[src/hw/spi_pkg.sv]
// spi_pkg: constants, field positions and carrier types of the spi controller
// assumes register index times four is the byte address on the axi4-lite bus
//
// Overview of operation
// master serial clock is the bus clock divided by 4, 16, 64 or 128
// divider select has no effect while working as slave
// clock double bit doubles the divided serial clock rate in master mode
// bit 0 of control a enables the controller
// buffer mode adds two receive stages, one transmit stage, own flags
// wait bit zero: first byte is dummy, buffer copied after one transfer; in slave mode the code copies it only after the second
// wait bit one: first write while enabled and select high loads shifter
// select ignore bit keeps master mode despite a low select pin
// mode codes choose sample and setup edges per leading edge direction
// serial clock idles low for rising leading edge, high for falling
// buffer mode enables gate their flags; they read zero outside it
// single enable raises the request while the transfer flag is set
// normal transfer flag sets when a whole byte has shifted
// normal transfer flag also sets when select pulls master low
// transfer flag clears on vector taken or flag read then data access
// collision flag sets on data write mid-byte; same clear as R15; the code does not clear it on vector taken
// receive done flag high while buffer holds unread data; write one clears
// transmit done flag sets when shifter empties with buffer empty
// transmit empty flag reads one while buffer empty; data write clears
// select trigger flag sets on forced master to slave, unless ignored
// overflow flag sets when third byte arrives with both stages full
// overflow flag clears on data read or writing one
// data writes go to shifter or buffer; reads from receive data or buffer
// select low in master clears master bit and sets transfer flag
// select high in slave mode resets the shift engine at once
// bit order zero sends msb first, one sends lsb first
// receive stages read out oldest byte first
package spi_pkg;

  // register indices, byte address is four times the index
  localparam logic [2:0] SPI_CONTROL_A_IDX       = 3'h0;
  localparam logic [2:0] SPI_CONTROL_B_IDX       = 3'h1;
  localparam logic [2:0] SPI_INTERRUPT_ENABLES_IDX = 3'h2;
  localparam logic [2:0] SPI_FLAG_REGISTER_IDX   = 3'h3;
  localparam logic [2:0] SPI_DATA_IDX            = 3'h4;

  // reset values
  localparam logic [7:0] SPI_CONTROL_A_RST = 8'h00;
  localparam logic [7:0] SPI_CONTROL_B_RST = 8'h00;
  localparam logic [7:0] SPI_INTERRUPT_ENABLES_RST = 8'h00;
  localparam logic [7:0] SPI_DATA_RST = 8'h00;

  // writable bit masks, other bits read zero
  localparam logic [7:0] CTRL_A_MASK = 8'h77;
  localparam logic [7:0] CTRL_B_MASK = 8'hc7;
  localparam logic [7:0] IRQ_EN_MASK = 8'hf1;

  // control a fields
  localparam int CA_ENABLE = 0;
  localparam int CA_DIV_LO = 1;
  localparam int CA_DOUBLE = 4;
  localparam int CA_MASTER = 5;
  localparam int CA_ORDER  = 6;
  // control b fields
  localparam int CB_MODE_LO = 0;
  localparam int CB_IGNORE  = 2;
  localparam int CB_WAIT    = 6;
  localparam int CB_BUF     = 7;
  // interrupt enable fields
  localparam int IE_SINGLE = 0;
  localparam int IE_SEL    = 4;
  localparam int IE_EMPTY  = 5;
  localparam int IE_TXD    = 6;
  localparam int IE_RXD    = 7;
  // flag fields, normal and buffer layout
  localparam int FN_XFER  = 7;
  localparam int FN_COLL  = 6;
  localparam int FB_OVF   = 0;
  localparam int FB_SEL   = 4;
  localparam int FB_EMPTY = 5;
  localparam int FB_TXD   = 6;
  localparam int FB_RXD   = 7;

  // divide ratios for divider select codes 0 to 3
  localparam logic [7:0] DIVIDE_BY_FOUR           = 8'h04;
  localparam logic [7:0] DIVIDE_BY_SIXTEEN        = 8'h10;
  localparam logic [7:0] DIVIDE_BY_SIXTYFOUR      = 8'h40;
  localparam logic [7:0] DIVIDE_BY_ONETWENTYEIGHT = 8'h80;

  // edges per byte (master) and samples per byte (slave)
  localparam logic [4:0] EDGES_PER_BYTE   = 5'h10;
  localparam logic [3:0] SAMPLES_PER_BYTE = 4'h8;

  // axi responses
  localparam logic [1:0] RESP_OKAY   = 2'h0;
  localparam logic [1:0] RESP_SLVERR = 2'h2;

  typedef enum logic {XFER_IDLE, XFER_SHIFT} xfer_state_type;

  typedef struct packed {
    logic [7:0]     ctrl_a;
    logic [7:0]     ctrl_b;
    logic [7:0]     irq_en;
    logic           xfer_flag;
    logic           coll_flag;
    logic           xfer_armed;
    logic           coll_armed;
    logic           rx_done_flag;
    logic           tx_done_flag;
    logic           select_trigger_flag;
    logic           rx_overflow_flag;
    logic [7:0]     shifter;
    logic [7:0]     rx_data;
    logic [7:0]     tx_buf;
    logic [7:0]     rx_buf0;
    logic [7:0]     rx_buf1;
    logic [1:0]     rx_count;
    logic           tx_full;
    logic           primed;
    xfer_state_type xfer;
    logic           sck_level;
    logic           sck_prev;
    logic           out_bit;
    logic [4:0]     edge_cnt;
    logic [3:0]     sample_cnt;
    logic [6:0]     div_cnt;
    logic           aw_held;
    logic           w_held;
    logic [2:0]     aw_idx;
    logic           aw_bad;
    logic [7:0]     w_byte;
    logic           w_lane;
    logic           bvalid;
    logic [1:0]     bresp;
    logic           rvalid;
    logic [1:0]     rresp;
    logic [7:0]     rdata;
  } state_type;

endpackage

[src/hw/spi_ctrl.sv]
// spi_ctrl: spi master/slave controller with optional buffer mode
// assumes pins are synchronous to aclk and an axi4-lite master on the bus
//
// Our own choice: register access over AXI4-Lite.
`timescale 1ns/100ps
`default_nettype none
module spi_ctrl
  import spi_pkg::*;
#(
  parameter int ADDR_W = 5
) (
  // clock and reset
  input  wire logic              aclk,
  input  wire logic              aresetn,
  // axi4-lite write
  input  wire logic [ADDR_W-1:0] awaddr,
  input  wire logic              awvalid,
  output logic                   awready,
  input  wire logic [31:0]       wdata,
  input  wire logic [3:0]        wstrb,
  input  wire logic              wvalid,
  output logic                   wready,
  output logic [1:0]             bresp,
  output logic                   bvalid,
  input  wire logic              bready,
  // axi4-lite read
  input  wire logic [ADDR_W-1:0] araddr,
  input  wire logic              arvalid,
  output logic                   arready,
  output logic [31:0]            rdata,
  output logic [1:0]             rresp,
  output logic                   rvalid,
  input  wire logic              rready,
  // interrupt
  output logic                   irq,
  input  wire logic              vector_taken,
  // serial pins
  input  wire logic              sck_i,
  output logic                   sck_o,
  output logic                   sck_oe_n,
  input  wire logic              mosi_i,
  output logic                   mosi_o,
  output logic                   mosi_oe_n,
  input  wire logic              miso_i,
  output logic                   miso_o,
  output logic                   miso_oe_n,
  input  wire logic              select_n
);

  // ---------------------------------------------------------------
  // state and decoded controls
  // ---------------------------------------------------------------
  state_type s_ff;
  state_type nxt_s;

  logic       enabled, master, bufm, lsb_first, cpha, cpol, din;
  logic [7:0] ratio;
  logic [6:0] half_m1;

  // enable bit
  assign enabled   = s_ff.ctrl_a[CA_ENABLE];
  assign master    = s_ff.ctrl_a[CA_MASTER];
  assign bufm      = s_ff.ctrl_b[CB_BUF];
  assign lsb_first = s_ff.ctrl_a[CA_ORDER];
  assign cpha      = s_ff.ctrl_b[CB_MODE_LO];
  assign cpol      = s_ff.ctrl_b[CB_MODE_LO+1];
  assign din       = master ? miso_i : mosi_i;

  // divider select
  always_comb begin
    case (s_ff.ctrl_a[CA_DIV_LO+1:CA_DIV_LO])
      2'h0:    ratio = DIVIDE_BY_FOUR;
      2'h1:    ratio = DIVIDE_BY_SIXTEEN;
      2'h2:    ratio = DIVIDE_BY_SIXTYFOUR;
      default: ratio = DIVIDE_BY_ONETWENTYEIGHT;
    endcase
  end

  // doubled rate halves the half period
  assign half_m1 = 7'((ratio >> (s_ff.ctrl_a[CA_DOUBLE] ? 2 : 1)) - 8'h01);

  // bit presented on the data line for a given word
  // bit order
  function automatic logic top_bit(input logic [7:0] d, input logic lsb);
    top_bit = lsb ? d[0] : d[7];
  endfunction

  // ---------------------------------------------------------------
  // next state
  // ---------------------------------------------------------------
  always_comb begin
    logic       lead, do_sample, edge_seen, done, rd_bad;
    logic [7:0] rd_val;
    nxt_s  = s_ff;
    {lead, do_sample, edge_seen, done, rd_bad} = 5'h00;
    rd_val = 8'h00;

    // response handshakes retire
    if (s_ff.bvalid && bready) nxt_s.bvalid = 1'b0;
    if (s_ff.rvalid && rready) nxt_s.rvalid = 1'b0;
    // vector run clears transfer flag
    if (vector_taken) nxt_s.xfer_flag = 1'b0;
    // read channel with its side effects
    if (arvalid && !s_ff.rvalid) begin
      rd_bad = (araddr >> 2) > ADDR_W'(SPI_DATA_IDX);
      case (araddr[4:2])
        SPI_CONTROL_A_IDX: rd_val = s_ff.ctrl_a;
        SPI_CONTROL_B_IDX: rd_val = s_ff.ctrl_b;
        // buffer enables read zero outside buffer mode
        SPI_INTERRUPT_ENABLES_IDX:
          rd_val = bufm ? s_ff.irq_en : (s_ff.irq_en & 8'h01);
        SPI_FLAG_REGISTER_IDX: begin
          if (bufm) begin
            rd_val[FB_RXD]   = s_ff.rx_done_flag;
            rd_val[FB_TXD]   = s_ff.tx_done_flag;
            rd_val[FB_EMPTY] = !s_ff.tx_full;
            rd_val[FB_SEL]   = s_ff.select_trigger_flag;
            rd_val[FB_OVF]   = s_ff.rx_overflow_flag;
          end else begin
            rd_val[FN_XFER] = s_ff.xfer_flag;
            rd_val[FN_COLL] = s_ff.coll_flag;
            // arm clear on flag read
            nxt_s.xfer_armed = s_ff.xfer_flag;
            nxt_s.coll_armed = s_ff.coll_flag;
          end
        end
        SPI_DATA_IDX: begin
          // data read source
          rd_val = bufm ? s_ff.rx_buf0 : s_ff.rx_data;
          if (bufm) begin
            // oldest byte first
            if (s_ff.rx_count != 2'h0) begin
              nxt_s.rx_buf0  = s_ff.rx_buf1;
              nxt_s.rx_count = s_ff.rx_count - 2'h1;
            end
            // empty buffer drops flag
            if (nxt_s.rx_count == 2'h0) nxt_s.rx_done_flag = 1'b0;
            // data read clears overflow
            nxt_s.rx_overflow_flag = 1'b0;
          end else begin
            // data access after flag read
            if (s_ff.xfer_armed) nxt_s.xfer_flag = 1'b0;
            // same clear for collision
            if (s_ff.coll_armed) nxt_s.coll_flag = 1'b0;
            nxt_s.xfer_armed = 1'b0;
            nxt_s.coll_armed = 1'b0;
          end
        end
        default: rd_bad = 1'b1;
      endcase
      nxt_s.rvalid = 1'b1;
      nxt_s.rdata  = rd_bad ? 8'h00 : rd_val;
      nxt_s.rresp  = rd_bad ? RESP_SLVERR : RESP_OKAY;
    end

    // write address and data captured in either order
    if (awvalid && !s_ff.aw_held) begin
      nxt_s.aw_held = 1'b1;
      nxt_s.aw_idx  = awaddr[4:2];
      nxt_s.aw_bad  = (awaddr >> 2) > ADDR_W'(SPI_DATA_IDX);
    end
    if (wvalid && !s_ff.w_held) begin
      nxt_s.w_held = 1'b1;
      nxt_s.w_byte = wdata[7:0];
      nxt_s.w_lane = wstrb[0];
    end

    // serial engine, disabled means idle
    if (!enabled) begin
      nxt_s.xfer       = XFER_IDLE;
      nxt_s.edge_cnt   = 5'h00;
      nxt_s.sample_cnt = 4'h0;
      nxt_s.primed     = 1'b0;
    end else if (master) begin
      // divider used only here, in master mode
      if (s_ff.xfer == XFER_SHIFT) begin
        if (s_ff.div_cnt == 7'h00) begin
          nxt_s.div_cnt   = half_m1;
          nxt_s.sck_level = !s_ff.sck_level;
          nxt_s.edge_cnt  = s_ff.edge_cnt + 5'h01;
          lead            = !s_ff.edge_cnt[0];
          edge_seen       = 1'b1;
          done            = (nxt_s.edge_cnt == EDGES_PER_BYTE);
        end else begin
          nxt_s.div_cnt = s_ff.div_cnt - 7'h01;
        end
      end
    end else begin
      nxt_s.sck_prev = sck_i;
      if (select_n) begin
        // deselect drops any byte in progress
        nxt_s.xfer       = XFER_IDLE;
        nxt_s.edge_cnt   = 5'h00;
        nxt_s.sample_cnt = 4'h0;
      end else if (sck_i != s_ff.sck_prev) begin
        lead       = (s_ff.sck_prev == cpol);
        edge_seen  = 1'b1;
        nxt_s.xfer = XFER_SHIFT;
      end
    end

    // sample on leading edge for even modes, trailing for odd
    do_sample = edge_seen && (lead != cpha);
    if (do_sample) begin
      nxt_s.shifter = lsb_first ? {din, s_ff.shifter[7:1]}
                                : {s_ff.shifter[6:0], din};
      nxt_s.sample_cnt = s_ff.sample_cnt + 4'h1;
      if (!master && nxt_s.sample_cnt == SAMPLES_PER_BYTE) done = 1'b1;
    end else if (edge_seen) begin
      nxt_s.out_bit = top_bit(s_ff.shifter, lsb_first);
    end
    if (s_ff.xfer == XFER_IDLE && !edge_seen) begin
      nxt_s.out_bit = top_bit(s_ff.shifter, lsb_first);
    end

    // end of byte
    if (done) begin
      nxt_s.xfer       = XFER_IDLE;
      nxt_s.edge_cnt   = 5'h00;
      nxt_s.sample_cnt = 4'h0;
      nxt_s.primed     = 1'b1;
      if (!bufm) nxt_s.rx_data = nxt_s.shifter;
      else begin
        // third byte with both stages full
        case (nxt_s.rx_count)
          2'h0: nxt_s.rx_buf0 = nxt_s.shifter;
          2'h1: nxt_s.rx_buf1 = nxt_s.shifter;
          default: nxt_s.rx_buf1 = nxt_s.rx_buf1;
        endcase
        if (nxt_s.rx_count == 2'h2) nxt_s.rx_overflow_flag = 1'b1;
        else nxt_s.rx_count = nxt_s.rx_count + 2'h1;
        // buffer moves only after a completed transfer
        if (s_ff.tx_full && s_ff.primed) begin
          nxt_s.shifter = s_ff.tx_buf;
          nxt_s.tx_full = 1'b0;
          nxt_s.out_bit = top_bit(s_ff.tx_buf, lsb_first);
          if (master) begin
            nxt_s.xfer    = XFER_SHIFT;
            nxt_s.div_cnt = half_m1;
          end
        end
      end
    end

    // master start from the transmit buffer
    if (bufm && enabled && master && s_ff.xfer == XFER_IDLE
        && !done && s_ff.tx_full) begin
      nxt_s.xfer     = XFER_SHIFT;
      nxt_s.div_cnt  = half_m1;
      nxt_s.edge_cnt = 5'h00;
      if (s_ff.primed) begin
        nxt_s.shifter = s_ff.tx_buf;
        nxt_s.tx_full = 1'b0;
        nxt_s.out_bit = top_bit(s_ff.tx_buf, lsb_first);
      end
    end

    // register writes once both halves are held
    if (s_ff.aw_held && s_ff.w_held && !s_ff.bvalid) begin
      nxt_s.aw_held = 1'b0;
      nxt_s.w_held  = 1'b0;
      nxt_s.bvalid  = 1'b1;
      nxt_s.bresp   = s_ff.aw_bad ? RESP_SLVERR : RESP_OKAY;
      if (s_ff.w_lane && !s_ff.aw_bad) begin
        case (s_ff.aw_idx)
          SPI_CONTROL_A_IDX: nxt_s.ctrl_a = s_ff.w_byte & CTRL_A_MASK;
          // buffer mode enable
          SPI_CONTROL_B_IDX: nxt_s.ctrl_b = s_ff.w_byte & CTRL_B_MASK;
          SPI_INTERRUPT_ENABLES_IDX:
            nxt_s.irq_en = s_ff.w_byte & IRQ_EN_MASK;
          SPI_FLAG_REGISTER_IDX: begin
            if (bufm) begin
              // write one clears receive done
              if (s_ff.w_byte[FB_RXD]) nxt_s.rx_done_flag = 1'b0;
              // write one clears transmit done
              if (s_ff.w_byte[FB_TXD]) nxt_s.tx_done_flag = 1'b0;
              // write one clears select trigger
              if (s_ff.w_byte[FB_SEL]) nxt_s.select_trigger_flag = 1'b0;
              // write one clears overflow
              if (s_ff.w_byte[FB_OVF]) nxt_s.rx_overflow_flag = 1'b0;
            end
          end
          SPI_DATA_IDX: begin
            if (!bufm) begin
              if (s_ff.xfer_armed) nxt_s.xfer_flag = 1'b0;
              if (s_ff.coll_armed) nxt_s.coll_flag = 1'b0;
              nxt_s.xfer_armed = 1'b0;
              nxt_s.coll_armed = 1'b0;
              if (s_ff.xfer == XFER_SHIFT) begin
                // write mid-byte collides
                nxt_s.coll_flag = 1'b1;
              end else begin
                // normal write loads the shifter
                nxt_s.shifter = s_ff.w_byte;
                nxt_s.out_bit = top_bit(s_ff.w_byte, lsb_first);
                if (enabled && master) begin
                  nxt_s.xfer     = XFER_SHIFT;
                  nxt_s.div_cnt  = half_m1;
                  nxt_s.edge_cnt = 5'h00;
                end
              end
            end else if (s_ff.ctrl_b[CB_WAIT] && enabled && select_n
                         && !s_ff.primed && s_ff.xfer == XFER_IDLE) begin
              // first write goes straight to the shifter
              nxt_s.shifter = s_ff.w_byte;
              nxt_s.out_bit = top_bit(s_ff.w_byte, lsb_first);
              nxt_s.primed  = 1'b1;
              if (master) begin
                nxt_s.xfer     = XFER_SHIFT;
                nxt_s.div_cnt  = half_m1;
                nxt_s.edge_cnt = 5'h00;
              end
            end else if (!s_ff.tx_full) begin
              // data write fills buffer, empty flag drops
              nxt_s.tx_buf  = s_ff.w_byte;
              nxt_s.tx_full = 1'b1;
            end
          end
          default: nxt_s.ctrl_a = s_ff.ctrl_a;
        endcase
      end
    end
    // flag sets come last so a set wins over a clear, except the overflow set, which a write-one clear overrides
    // byte complete
    if (done && !bufm) nxt_s.xfer_flag = 1'b1;
    if (done && bufm) begin
      nxt_s.rx_done_flag = 1'b1;
      // shifter empty with no waiting data
      if (!s_ff.tx_full) nxt_s.tx_done_flag = 1'b1;
    end
    // select ignore keeps master mode
    if (enabled && master && !select_n && !s_ff.ctrl_b[CB_IGNORE]) begin
      // drop to slave and abort
      nxt_s.ctrl_a[CA_MASTER] = 1'b0;
      nxt_s.xfer              = XFER_IDLE;
      nxt_s.edge_cnt          = 5'h00;
      nxt_s.sample_cnt        = 4'h0;
      // normal mode flag
      if (!bufm) nxt_s.xfer_flag = 1'b1;
      // buffer mode trigger flag
      if (bufm) nxt_s.select_trigger_flag = 1'b1;
    end
    // clock rests at its idle level
    if (nxt_s.xfer == XFER_IDLE) nxt_s.sck_level = nxt_s.ctrl_b[CB_MODE_LO+1];
  end

  // ---------------------------------------------------------------
  // state register
  // ---------------------------------------------------------------
  always_ff @(posedge aclk) begin
    if (!aresetn) begin
      s_ff         <= '0;
      s_ff.ctrl_a  <= SPI_CONTROL_A_RST;
      s_ff.ctrl_b  <= SPI_CONTROL_B_RST;
      s_ff.irq_en  <= SPI_INTERRUPT_ENABLES_RST;
      s_ff.shifter <= SPI_DATA_RST;
      s_ff.xfer    <= XFER_IDLE;
    end else begin
      s_ff <= nxt_s;
    end
  end

  // ---------------------------------------------------------------
  // outputs
  // ---------------------------------------------------------------
  // bus handshakes and answers
  assign awready = !s_ff.aw_held;
  assign wready  = !s_ff.w_held;
  assign bvalid  = s_ff.bvalid;
  assign bresp   = s_ff.bresp;
  assign arready = !s_ff.rvalid;
  assign rvalid  = s_ff.rvalid;
  assign rresp   = s_ff.rresp;
  assign rdata   = {24'h000000, s_ff.rdata};

  // buffer mode request gating
  // single enable in normal mode
  assign irq = bufm
    ? |({s_ff.rx_done_flag, s_ff.tx_done_flag, !s_ff.tx_full,
         s_ff.select_trigger_flag} & s_ff.irq_en[IE_RXD:IE_SEL])
    : (s_ff.irq_en[IE_SINGLE] && s_ff.xfer_flag);

  // pin drivers, enables low while driving
  assign sck_o     = s_ff.sck_level;
  assign sck_oe_n  = !(enabled && master);
  assign mosi_o    = s_ff.out_bit;
  assign mosi_oe_n = !(enabled && master);
  assign miso_o    = s_ff.out_bit;
  assign miso_oe_n = !(enabled && !master && !select_n);

endmodule
`default_nettype wire

[config.mk]
export PLATFORM = sky130hd
export DESIGN_NAME = spi_ctrl
export DESIGN_NICKNAME = d
export VERILOG_FILES = /design/src/hw/spi_pkg.sv /design/src/hw/spi_ctrl.sv
export SDC_FILE = /design/constraint.sdc
export NUM_CORES = 1
export LEC_CHECK = 0
export CAP_MARGIN = 25
export CORE_MARGIN = 8
export CORE_UTILIZATION = 42
export DETAILED_ROUTE_END_ITERATION = 12
export DONT_BUFFER_PORTS = 1
export GPL_ROUTABILITY_DRIVEN = 0
export PLACE_DENSITY = 0.67
export SYNTH_ARGS = -nofsm -noshare
export SYNTH_HDL_FRONTEND = slang
export SYNTH_SLANG_ARGS = --single-unit
[constraint.sdc]
create_clock -name aclk -period 3.64 [get_ports aclk]
set_input_delay 0 -clock aclk [delete_from_list [all_inputs] [get_ports aclk]]
set_output_delay 0 -clock aclk [all_outputs]
set_load 0.01 [all_outputs]
# ---- Word level (Yosys, flattened, before mapping)
# Index checks and enable logic that the tools add are counted.
dict set report op_classes {
  n_addsub 6
  n_lt_le_gt_ge 2
  eq_ne 23
  shift 1
  mux 180
  n_bitwise 7
  reduce_logical 69
}
# cell count
set ops {}
lappend ops {{$mux W8} 20}
lappend ops {{$mux W7} 15}
lappend ops {{$mux W1} 83}
lappend ops {{$mux W9} 6}
lappend ops {{$mux W26} 2}
lappend ops {{$mux W6} 7}
lappend ops {{$mux W2} 20}
lappend ops {{$mux W17} 2}
lappend ops {{$mux W5} 6}
lappend ops {{$logic_and A1 B1 Y1} 29}
lappend ops {{$mux W4} 7}
lappend ops {{$pmux W8 S3} 1}
lappend ops {{$mux W21} 1}
lappend ops {{$pmux W4 S5} 1}
lappend ops {{$mux W19} 1}
lappend ops {{$logic_not A1 Y1} 17}
lappend ops {{$sub A7 B1 Y7 const B} 2}
lappend ops {{$eq A3 B2 Y1 const B} 4}
lappend ops {{$mux W3} 4}
lappend ops {{$pmux W3 S4} 1}
lappend ops {{$reduce_and A3 Y1} 4}
lappend ops {{$mux W11} 1}
lappend ops {{$shr A8 B2 Y7} 1}
lappend ops {{$logic_not A7 Y1} 1}
lappend ops {{other kinds (30)} 52}
dict set report totals {
  reg_bits 117
  input_bits 58
  out_inout_bits 48
  wordCells 327
}

# ---- Logic depth before layout (Yosys ltp)
# Gate-level depths: netlist (run 1).
dict set report depth {
  word_depth 23
  mapped_depth 14
  mapped_depth_nobuf 12
}

# ---- Worst setup path before layout (run 1)
# OpenSTA, ideal clock, no wires.
dict set report synth_path {
  path_type {register -> register}
  startpoint {reg s_ff[29] in the netlist's numbering}
  endpoint {reg s_ff[91] in the netlist's numbering}
  setup_time_ps 122
  t_arrival_ps 2867
  required_ps 3518
  slack_ps 651
  stages_incl_launch_ff 14
  path_buffers 2
  period_less_slack_ps 2989
  path_cell_list {dfxtp_1 > inv_1 > ha_1 > or4b_4 > or2_2 > clkbuf_1 > clkinv_1 > ha_1 > a21oi_1 > o2bb2ai_2 > nand3b_4 > buf_6 > mux2_4 > a221o_1}
}
dict set report synth_between {
  elab_chain_cells 18
  elab_cells_between_ends 32
}
# element line
set synth_rtl {}
lappend synth_rtl {{from (decl)} spi_ctrl.sv:53} ;# state_type s_ff;
lappend synth_rtl {{from (signal assigned)} spi_ctrl.sv:359} ;# s_ff <= nxt_s;
lappend synth_rtl {{$logic_not A7 Y1 (*)} spi_ctrl.sv:177} ;# if (s_ff.div_cnt == 7'h00) begin
lappend synth_rtl {{$mux W1} spi_ctrl.sv:177}
lappend synth_rtl {{$mux W1} spi_ctrl.sv:176} ;# if (s_ff.xfer == XFER_SHIFT) begin
lappend synth_rtl {{$mux W1} spi_ctrl.sv:174} ;# end else if (master) begin
lappend synth_rtl {{$mux W1} spi_ctrl.sv:169} ;# if (!enabled) begin
lappend synth_rtl {{$ne A1 B1 Y1} spi_ctrl.sv:203} ;# do_sample = edge_seen && (lead != cpha);
lappend synth_rtl {{$logic_and A1 B1 Y1} spi_ctrl.sv:203}
lappend synth_rtl {{$mux W8} spi_ctrl.sv:204} ;# if (do_sample) begin
lappend synth_rtl {{[... 2 more ...]} n/a}
lappend synth_rtl {{$mux W17} spi_ctrl.sv:217} ;# if (done) begin
lappend synth_rtl {{$mux W8} spi_ctrl.sv:251} ;# if (s_ff.primed) begin
lappend synth_rtl {{$mux W8 (*)} spi_ctrl.sv:246} ;# if (bufm && enabled && master && s_ff.xfer == XFER_IDLE
lappend synth_rtl {{$mux W8, on equally long branches} {spi_ctrl.sv:289, spi_ctrl.sv:302}}
lappend synth_rtl {{$mux W8} spi_ctrl.sv:284} ;# if (!bufm) begin
lappend synth_rtl {{$mux W8} spi_ctrl.sv:265} ;# case (s_ff.aw_idx)
lappend synth_rtl {{$mux W26} spi_ctrl.sv:264} ;# if (s_ff.w_lane && !s_ff.aw_bad) begin
lappend synth_rtl {{$mux W26 (*)} spi_ctrl.sv:259} ;# if (s_ff.aw_held && s_ff.w_held && !s_ff.bvalid) begin
# Every way passes the cells marked *; elsewhere a longest branch is shown, timed or not.
# A chain may end at the register's enable or synchronous reset.

# ---- Worst setup path after layout (run 1)
dict set report layout_path {
  startpoint {reg s_ff[29] in the netlist's numbering}
  endpoint {reg s_ff[42] in the netlist's numbering}
}
dict set report layout_between {
  elab_chain_cells 18
  elab_cells_between_ends 34
}
# element line
set layout_rtl {}
lappend layout_rtl {{$logic_not A7 Y1 (*)} spi_ctrl.sv:177}
lappend layout_rtl {{$mux W1} spi_ctrl.sv:177}
lappend layout_rtl {{$mux W1} spi_ctrl.sv:176}
lappend layout_rtl {{$mux W1} spi_ctrl.sv:174}
lappend layout_rtl {{$mux W1} spi_ctrl.sv:169}
lappend layout_rtl {{$ne A1 B1 Y1} spi_ctrl.sv:203}
lappend layout_rtl {{$logic_and A1 B1 Y1} spi_ctrl.sv:203}
lappend layout_rtl {{$mux W1} spi_ctrl.sv:204}
lappend layout_rtl {{$logic_not A1 Y1} spi_ctrl.sv:247} ;# && !done && s_ff.tx_full) begin
lappend layout_rtl {{$logic_and A1 B1 Y1 (2 in series)} spi_ctrl.sv:247}
lappend layout_rtl {{$mux W6 (*)} spi_ctrl.sv:246}
lappend layout_rtl {{$mux W5, on equally long branches} {spi_ctrl.sv:296, spi_ctrl.sv:308}}
lappend layout_rtl {{$mux W6, on equally long branches} {spi_ctrl.sv:289, spi_ctrl.sv:302}}
lappend layout_rtl {{$mux W6} spi_ctrl.sv:284}
lappend layout_rtl {{$mux W6} spi_ctrl.sv:265}
lappend layout_rtl {{$mux W6} spi_ctrl.sv:264}
lappend layout_rtl {{$mux W6 (*)} spi_ctrl.sv:259}
# Marked as above.

==> metrics.txt, run 1 <==
status=finished clean; root buf cell=clkbuf_16; synth warn=0; DR vias/cell=between 5 and 6; CP Capture Type=flip-flop; CTS Buf Count=17; RSZ-0062 raised after global routing=false; Final TNS setup=0 ps; Worst slew margin=37.4%; num rows=43; pwr dens=~430 nW/um2; Crit Path Class=reg -> reg; # diodes=0; die footprint=around 18,000 um2; Tcrit/Tclk final=between 90 and 100%; final antenna-violating net count=0; Fmax=0.295 GHz; number of H-tree levels=4; DPL Wire Length=between 10 and 15 mm; post-DR wirelength/cell=17.1 um; Longest Clk Path Bufs=2; Core Box Area=13,900 um2; layout cells sized above 1=about a tenth; DR pass1 iterations=5; r2r setup slk=250 ps; synthesized instance count=approximately 700; Clock Latency Late Sink=410 ps; CP delay by family, top=simple AND/OR/NAND/NOR gates; clock-pin slew on the worst setup and hold paths=approximately 50 ps; count of final setup violators=0; Crit-path slowest cell=or4b_4; min-delay src=araddr[3]; CP Launch Type=flip-flop; Max stage delay on crit path=480 ps; Max VDD drop=0.309 mV; 1st-iter DRT viols=362; fin nets=803; worst hold path class=in -> reg; Sink Count=between 100 and 150; IO Pins=106; Synth Cell Area=5980 um2; Die Y-Extent=135 um; FF-to-FF path depth=13; GRT Total Usage=17.7%; clock skew=7.93 ps; Fin. Hold Viols=0; die width=between 100 and 150 um; Layout area overhead=16.9%; Leak=2.71 nW; Remaining Overflow, GRT=0; Slew Viols, Final=0; final WL=15.9 mm; vias in the first global route=5,236; CP bufs+invs=3; Yosys reg bits=115; global-route wire length before repair=25.7 mm; WHS Path Cells=4; initial core utilization=around 43%; Post-Layout Cell Count=928; Slew @ Worst Pin=937 ps; Post-synth EDFFs=0; Top FF cell, synth=dfxtp_1; Reg-to-Reg Start=s_ff[29]$_SDFF_PN0_; Worst EP required=about 4000 ps; crit path time final=3390 ps; Top reg by flops=s_ff; DRC violations left=0; largest net degree at the start of global routing=a little over 50; met2 usage=30.3%; count of cell types in the netlist=65; async set-reset flop share out of synthesis=0%; Cell Chain, Critical Path=inv_1 > ha_1 > or4b_4 > or2_2 > clkinv_1 > ha_1 > nand3_1 > nand4_1 > o21ai_2 > buf_4 > or2_2 > nand2b_1 > a21oi_1; max reg flops=95; M1 GR Usage=19.9%; PortBufs=0; DP Cell Count=849; hold endpoint=rdata[4]$_SDFFE_PN0P_; post-synthesis sequential area ratio=roughly 39%; syn_area_per_cell=~8.5 um2; WP data arrival=3720 ps; GRT Max-Usage Layer=met2; CTS tree=done; critical register-to-register path endpoint=s_ff[42]$_SDFF_PP0_; initial antenna violation count=0; Max Cap Viol=0; CP max FO=10; met3 Track Usage GR=4.60%; via count=5,179
[power by group]
part	leakage, nW	total (mW)	internal, mW	switching, mW
Sequential	0.929	1.30	1.27	0.0223
Clock	0.276	1.60	1.03	0.565
Combinational	1.51	0.139	0.0588	0.0799
[worst register-to-register path, stage by stage, from the launching register on]
cell      delay (ps)
dfxtp_1          330
inv_1             90
ha_1             150
or4b_4           480
or2_2            360
clkinv_1         190
ha_1             210
nand3_1          150
nand4_1          150
o21ai_2          180
buf_4            220
or2_2            350
nand2b_1         250
a21oi_1          200
[placed cells by master, fill, tap and decap left out, types with 3 or more instances in the layout]
| cell type | synthesis | final |
|---|---|---|
| dfxtp_1 | 115 | 115 |
| nor2_1 | 99 | 99 |
| nand2_1 | 69 | 69 |
| mux2i_1 | 56 | 56 |
| a21oi_1 | 47 | 47 |
| dlygate4sd3_1 | 0 | 47 |
| o21ai_0 | 27 | 27 |
| conb_1 | 1 | 26 |
| mux2_2 | 20 | 20 |
| clkbuf_16 | 0 | 17 |
| inv_1 | 16 | 16 |
| nand3_1 | 15 | 15 |
| a22oi_1 | 15 | 15 |
| nor3_1 | 14 | 14 |
| buf_4 | 40 | 12 |
| a211oi_1 | 11 | 11 |
| and3_1 | 10 | 10 |
| ha_1 | 10 | 10 |
| nor2b_1 | 8 | 8 |
| a221o_1 | 8 | 8 |
| nand2b_1 | 7 | 7 |
| nand3b_1 | 6 | 6 |
| nor3b_1 | 5 | 5 |
| or2_2 | 5 | 5 |
| clkinv_2 | 0 | 5 |
| xnor2_1 | 4 | 4 |
| o211ai_1 | 4 | 4 |
| or3_1 | 4 | 4 |
| and2_1 | 4 | 4 |
| o21a_1 | 4 | 4 |
| a32oi_1 | 3 | 3 |
| o221ai_1 | 3 | 3 |
| clkbuf_1 | 27 | 3 |
| clkinvlp_4 | 0 | 3 |
[routing by layer]
layer	wire length, um	vias to the layer above
met5	0	-
met4	418	0
met3	966	32
met2	7800	169
met1	6700	2501
li1	-	2477
[kinds of logic (layout without fill, tap and decap cells)]
family,count (synthesis),count (layout),share of synthesized area [%]
muxes,79,79,13.9
and+or+nand+nor,259,259,20.4
xor gates and xnor gates,5,5,0.732
other,1,26,0.0627
adders and majority gates,10,10,2.09
AOI/OAI and AO/OA,145,145,15.9
buffers and inverters,92,109,8.50
DFF,115,115,38.5
[stage by stage]
step / util [%] / hold slack (ps) / setup WS, ps / power (mW) / instance area [um2]
after floorplan: - / 99.0 / 651 / 1.41 / 6070
after global placement: 42.8 / 102 / 363 / 1.40 / 5950
after detailed placement: 42.8 / 108 / 270 / 1.41 / 5950
after CTS: 50.4 / 3.18 / 257 / 3.06 / 6990
after global routing: 50.4 / 34.6 / 46.1 / 3.13 / 6990
final: 50.4 / 25.4 / 249 / 3.03 / 6990
[what timing repair did]
| action | 4_1_cts | 5_1_grt |
|---|---|---|
| setup buffers | 0 | 0 |
| gates resized for setup | 0 | 0 |
| endpoints found under the hold margin | 50 | 0 |
| hold buffers | 47 | 0 |
[worst max-delay path by stage]
stage	start	end	slack, ps	cells past startpoint
2_1_floorplan	s_ff[29]$_SDFF_PN0_	s_ff[91]$_SDFF_PN0_	650	13
3_3_place_gp	s_ff[29]$_SDFF_PN0_	s_ff[61]$_SDFF_PN0_	360	13
3_5_place_dp	s_ff[29]$_SDFF_PN0_	s_ff[42]$_SDFF_PP0_	270	13
4_1_cts	s_ff[29]$_SDFF_PN0_	s_ff[42]$_SDFF_PP0_	260	13
5_1_grt	s_ff[29]$_SDFF_PN0_	s_ff[42]$_SDFF_PP0_	50	13
6_report	s_ff[29]$_SDFF_PN0_	s_ff[42]$_SDFF_PP0_	250	13
[final cells by class]
class                           count  area, um2
Sequential cell                   115       2300
Clock buffer                       22        464
Timing Repair Buffer               59        561
Inverter                           18       67.6
Fill cell                        1344       6890
Tap cell                          180        225
Multi-Input combinational cell    524       3260
Clock inverter                     10        108
[cells in the mapped netlist (all sizes together) (8+ instances only)]
| library cell | n | share of area [%] |
|---|---|---|
| a211oi | 11 | 1.4 |
| clkbuf | 27 | 1.7 |
| mux2 | 22 | 4.3 |
| buf | 47 | 5.7 |
| nand3 | 15 | 1.3 |
| nor2b | 8 | 0.84 |
| nand2 | 70 | 4.4 |
| a21oi | 48 | 4.1 |
| o21ai | 29 | 2.5 |
| dfxtp | 115 | 39 |
| nor3 | 15 | 1.4 |
| ha | 10 | 2.1 |
| a221o | 8 | 1.3 |
| nor2 | 99 | 6.2 |
| mux2i | 57 | 9.6 |
| inv | 17 | 1.1 |
| and3 | 10 | 1.0 |
| a22oi | 15 | 1.9 |
No activity file was read; power rests on OpenSTA's default activity.
==> run 2, diff against run 1 <==
--- a/config.mk
+++ b/config.mk
@@ -11,6 +11,7 @@
 export DETAILED_ROUTE_END_ITERATION = 12
 export DONT_BUFFER_PORTS = 1
 export GPL_ROUTABILITY_DRIVEN = 0
+export GPL_TIMING_DRIVEN = 0
 export PLACE_DENSITY = 0.67
 export SYNTH_ARGS = -nofsm -noshare
 export SYNTH_HDL_FRONTEND = slang
==> run 2 against run 1 <==
Compared with the run above:
- combinational power rose by 18%
- cell area is 3.6% higher
- clock skew increased by 3.4 ps
- sequential power about the same
- via count up 1.9%
- first-iteration DRC count is 11% higher
- critical path type unchanged
- critical endpoint is now s_ff[60]$_SDFFE_PN0P_
==> metrics.txt, run 2 (same netlist as run 1, synthesis figures left out) <==
Final Util=52.1%; Die Y-Extent=about 140 um; CP Capture Point=s_ff[60]$_SDFFE_PN0P_; Layout area overhead=21.1%; die width=135 um; clock skew=11.3 ps; Slew Viols, Final=0; die footprint=18,300 um2; root buf cell=clkbuf_16; Remaining Overflow, GRT=0; fin nets=850; RSZ-0062 raised after global routing=false; Post-Layout Cell Count=973; DR vias/cell=roughly 5.4; WP data arrival=3810 ps; count of final setup violators=0; Top reg by flops=s_ff; largest net degree at the start of global routing=17; total power=3.19 mW; clock-pin slew on the worst setup and hold paths=50 ps; post-route setup slack=roughly 170 ps; Slew @ Worst Pin=860 ps; Longest Clk Path Bufs=2; DR pass1 iterations=6; Fin. Hold Viols=0; post-place setup slack=between 150 and 200 ps; commonest non-fill, non-tap cell in the layout=dfxtp_1; GRT Total Usage=18.0%; Fmax=slightly below 0.3 GHz; PortBufs=0; layout cells sized above 1=14.6%; CTS tree=done; num rows=43; number of H-tree levels=4; final WL=16.3 mm; Core Box Area=roughly 14,000 um2; Leak=2.91 nW; CP max FO=10; worst hold path class=in -> reg; DPL Wire Length=~12 mm; global-route wire length before repair=25.9 mm; Max Cap Viol=0; max reg flops=95; Worst EP required=between 3000 and 4000 ps; DRC violations left=0; Crit Path Class=reg -> reg; # diodes=0; post-DR wirelength/cell=16.7 um; CTS Buf Count=17; most frequent cells in the layout=115 x dfxtp_1, 98 x nor2_1, 69 x nand2_1; Reg-to-Reg Start=s_ff[29]$_SDFF_PN0_; Sink Count=115; WHS Path Cells=3; 1st-iter DRT viols=between 400 and 500; critical register-to-register path endpoint=s_ff[60]$_SDFFE_PN0P_; initial antenna violation count=0; Final TNS setup=0 ps; initial core utilization=43.1%; Tcrit/Tclk final=95.3%; vias in the first global route=4,931; via count=5,278; crit path time final=3470 ps; CP Launch Type=flip-flop; Crit. Startpoint=s_ff[29]$_SDFF_PN0_; Max VDD drop=0.383 mV; r2r setup slk=170 ps; status=finished clean; pwr dens=441 nW/um2; IO Pins=106; DP Cell Count=911; Worst slew margin=42.6%; FF-to-FF path depth=14; CP Capture Type=flip-flop; final antenna-violating net count=0; Clock Latency Late Sink=420 ps; Filler cells=1,339
run 2: cell types whose count changed in the layout (fill, tap and decap cells not counted), moves of 2 or more:
cell | previous run | this run
clkbuf_8 | 2 | 5
clkinv_2 | 5 | 2
buf_4 | 12 | 40
dlygate4sd3_1 | 47 | 31
buf_2 | 0 | 5
buf_1 | 0 | 2
clkinv_4 | 0 | 2
clkbuf_1 | 3 | 27
run 2: repair_timing:
action / in CTS / in global routing
setup endpoints to repair: 0 / 9
hold buffers: 31 / 0
hold endpoints to repair: 35 / 0
buffers inserted: 0 / 0
resized for setup: 0 / 2
run 2: critical path, cell delays in order, from the launching register on:
cell        delay (ps)
dfxtp_1            330
inv_1               80
ha_1               140
or4b_4             470
or2_2              280
clkbuf_1           210
clkinvlp_4         220
ha_1               200
a21oi_1             80
o2bb2ai_2          150
o21ai_2            370
buf_4              270
nand2_2            180
or2_1              270
a21oi_1            110
run 2: through the flow:
step / hold slack (ps) / area (um2)
after CTS: 10.4 / 7230
after detailed placement: 106 / 6300
after floorplan: 99.0 / 6070
after global placement: 102 / 6300
after global routing: 48.2 / 7240
final: 28.2 / 7240
run 2: layout make-up:
type                            count  area [um2]  share of cell area [%]
Multi-Input combinational cell    524        3260                    45.1
Sequential cell                   115        2300                    31.8
Clock buffer                       22         494                    6.83
Buffer                             74         440                    6.08
Timing Repair Buffer               32         315                    4.36
Tap cell                          180         225                    3.11
Clock inverter                      8         125                    1.73
Inverter                           18        71.3                   0.985
run 2: where the power goes:
group	internal [mW]	total (mW)	switching, mW
combinational	0.0682	0.164	0.0961
sequential	1.27	1.29	0.0169
clock	1.16	1.74	0.578
total	2.50	3.19	0.691
run 2: routing by layer:
metal | vias to the layer above | global-route usage, % | part of all wire (%)
met1 | 2486 | 22.5 | 44
met4 | 0 | 6.05 | 2.0
met2 | 185 | 28.9 | 47
met5 | - | 0 | 0
li1 | 2578 | - | -
met3 | 29 | 5.49 | 7.3
run 2: worst min path at each step:
| stage | startpoint | endpoint |
|---|---|---|
| 2_1_floorplan | rready | rvalid$_SDFFE_PN0P_ |
| 3_3_place_gp | rready | rvalid$_SDFFE_PN0P_ |
| 3_5_place_dp | rready | rvalid$_SDFFE_PN0P_ |
| 4_1_cts | select_n | s_ff[40]$_SDFF_PP0_ |
| 5_1_grt | wvalid | s_ff[20]$_SDFFE_PN0P_ |
| 6_report | wvalid | s_ff[20]$_SDFFE_PN0P_ |
==> run 3, diff against run 2 <==
--- a/config.mk
+++ b/config.mk
@@ -12,7 +12,7 @@
 export DONT_BUFFER_PORTS = 1
 export GPL_ROUTABILITY_DRIVEN = 0
 export GPL_TIMING_DRIVEN = 0
-export PLACE_DENSITY = 0.67
+export PLACE_DENSITY = 0.7
 export SYNTH_ARGS = -nofsm -noshare
 export SYNTH_HDL_FRONTEND = slang
 export SYNTH_SLANG_ARGS = --single-unit
==> constraint.sdc (replaced) <==
create_clock -name aclk -period 2.91 [get_ports aclk]
set_input_delay 0 -clock aclk [delete_from_list [all_inputs] [get_ports aclk]]
set_output_delay 0 -clock aclk [all_outputs]
set_load 0.01 [all_outputs]
==> run 3 against run 2 <==
Compared with the run above:
- the run now ends with setup timing left
- non-clock buffer count up 10
- clock power up 27%
- worst hold slack worse by 13 ps
- count of clock-buffer cells in the layout down 2
- sequential cell count unchanged
- first-iteration DRC count up 13%
- die area unchanged
- combinational power up 25%
- final cell count up 1.3%
- core utilization up 1.6 points
- critical path depth down 1
- sequential power up 25%
- critical path type unchanged
==> metrics.txt, run 3 (same netlist as run 1, synthesis figures left out) <==
fin nets=860; die footprint=18,300 um2; GRT Total Usage=17.9%; root buf cell=clkbuf_16; Cell Chain, Critical Path=inv_2 > ha_1 > or4b_4 > or2_4 > clkinv_8 > ha_4 > a21oi_1 > o2bb2ai_2 > o21ai_4 > and3_4 > buf_6 > mux2_4 > nor2_1; Max stage delay on crit path=around 490 ps; via count=~5,300; Max Cap Viol=0; failing checks=setup timing; final WL=16.8 mm; most frequent cells in the layout=113 x dfxtp_1, 97 x nor2_1, 69 x nand2_1; clock-pin slew on the worst setup and hold paths=60 ps; Sink Count=115; Cell Area, Placed=roughly 6300 um2; layout cells sized above 1=17.4%; DRC violations left=0; DR pass1 iterations=5; Top reg by flops=s_ff; crit path time final=2930 ps; Worst EP required=around 3300 ps; status=finished with violations; max layer used=met4; post-route setup slack=-15.1 ps; initial core utilization=43.1%; CTS Buf Count=17; Final Util=53.7%; num rows=between 40 and 50; IO Pins=106; PortBufs=0; Fin. Hold Viols=0; met1 wire length=7.34 mm; 1st-iter DRT viols=452; clock skew=8.28 ps; Crit-path slowest cell=or4b_4; final instance area=approximately 7500 um2; max reg flops=95; initial antenna violation count=1; die width=135 um; final antenna-violating net count=0; Leak=2.99 nW; global-route wire length before repair=25.7 mm; CP bufs+invs=3; Crit Path Class=reg -> reg; Filler cells=~1,300; CP max FO=6; area occupied by registers=2300 um2; Clock Latency Late Sink=420 ps; CP Capture Type=flip-flop; commonest non-fill, non-tap cell in the layout=dfxtp_1; CP Launch Type=flip-flop; WP data arrival=roughly 3300 ps; DPL Wire Length=11.6 mm; Post-Layout Cell Count=986; post-place setup slack=-353 ps; WL met2=7.99 mm; DP Cell Count=911; Die Y-Extent=about 140 um; Core Box Area=~14,000 um2; total power=4.03 mW; number of H-tree levels=4; worst hold path class=in -> reg; area of the multi-input gates=between 3000 and 4000 um2; vias in the first global route=4,932; Remaining Overflow, GRT=0; Longest Clk Path Bufs=2; largest net degree at the start of global routing=17; Fmax=between 0.3 and 0.4 GHz; count of final setup violators=1; Tcrit/Tclk final=101%; Max VDD drop=0.390 mV; Final TNS setup=-15.1 ps; pwr dens=541 nW/um2; Slew Viols, Final=0; CTS tree=done; post-DR wirelength/cell=17.0 um; DR vias/cell=roughly 5.4; Worst slew margin=24.6%; Met3 Wirelength=1.13 mm; Hold WS=14.9 ps; Slew @ Worst Pin=1120 ps; Layout area overhead=24.7%; CP delay by family, top=simple AND/OR/NAND/NOR gates
==> run 3: layout make-up <==
class	count	share of cell area [%]
antenna	1	0.0336
buffer	73	6.14
clock buffer	20	5.99
clock inverter	12	2.42
inverter	18	1.07
multi-input combinational	524	44.8
sequential	115	30.9
tap	180	3.02
timing repair buffer	43	5.66
==> run 3: final timing paths <==
path | startpoint | slack, ps | depth (start not counted) | to
max | s_ff[29]$_SDFF_PN0_ | -20 | 13 | s_ff[61]$_SDFF_PN0_
min | wvalid | 10 | 3 | s_ff[19]$_SDFFE_PN0P_
max reg2reg | s_ff[29]$_SDFF_PN0_ | -20 | 13 | s_ff[61]$_SDFF_PN0_
min reg2reg | bresp[1]$_SDFFE_PN0P_ | 450 | 2 | bresp[1]$_SDFFE_PN0P_
==> run 3: worst register-to-register path: stages, from the launching register on <==
cell and delay, ps:
dfxtp_2 330, inv_2 60, ha_1 150, or4b_4 490, or2_4 320, clkinv_8 60, ha_4 120, a21oi_1 70
o2bb2ai_2 160, o21ai_4 300, and3_4 270, buf_6 150, mux2_4 310, nor2_1 80
==> run 3: power breakdown <==
part	leakage (nW)	internal, mW	switching (mW)
clock	0.289	1.46	0.758
combinational	1.77	0.0860	0.119
sequential	0.930	1.59	0.0215
==> run 3: layer usage <==
layer  vias to the layer above  global-route usage [%]
met4                         0                    6.66
met2                       176                    29.5
met1                      2529                    21.9
met5                         -                       0
li1                       2591                       -
met3                        26                    4.78
==> run 3: what timing repair did <==
action                     in CTS  in global routing
setup endpoints to repair      47                 36
hold endpoints to repair       34                  0
gates cloned                    1                  1
buffers inserted                6                  4
hold buffers                   31                  0
gates resized for setup        16                 17
pin swaps                       2                  4
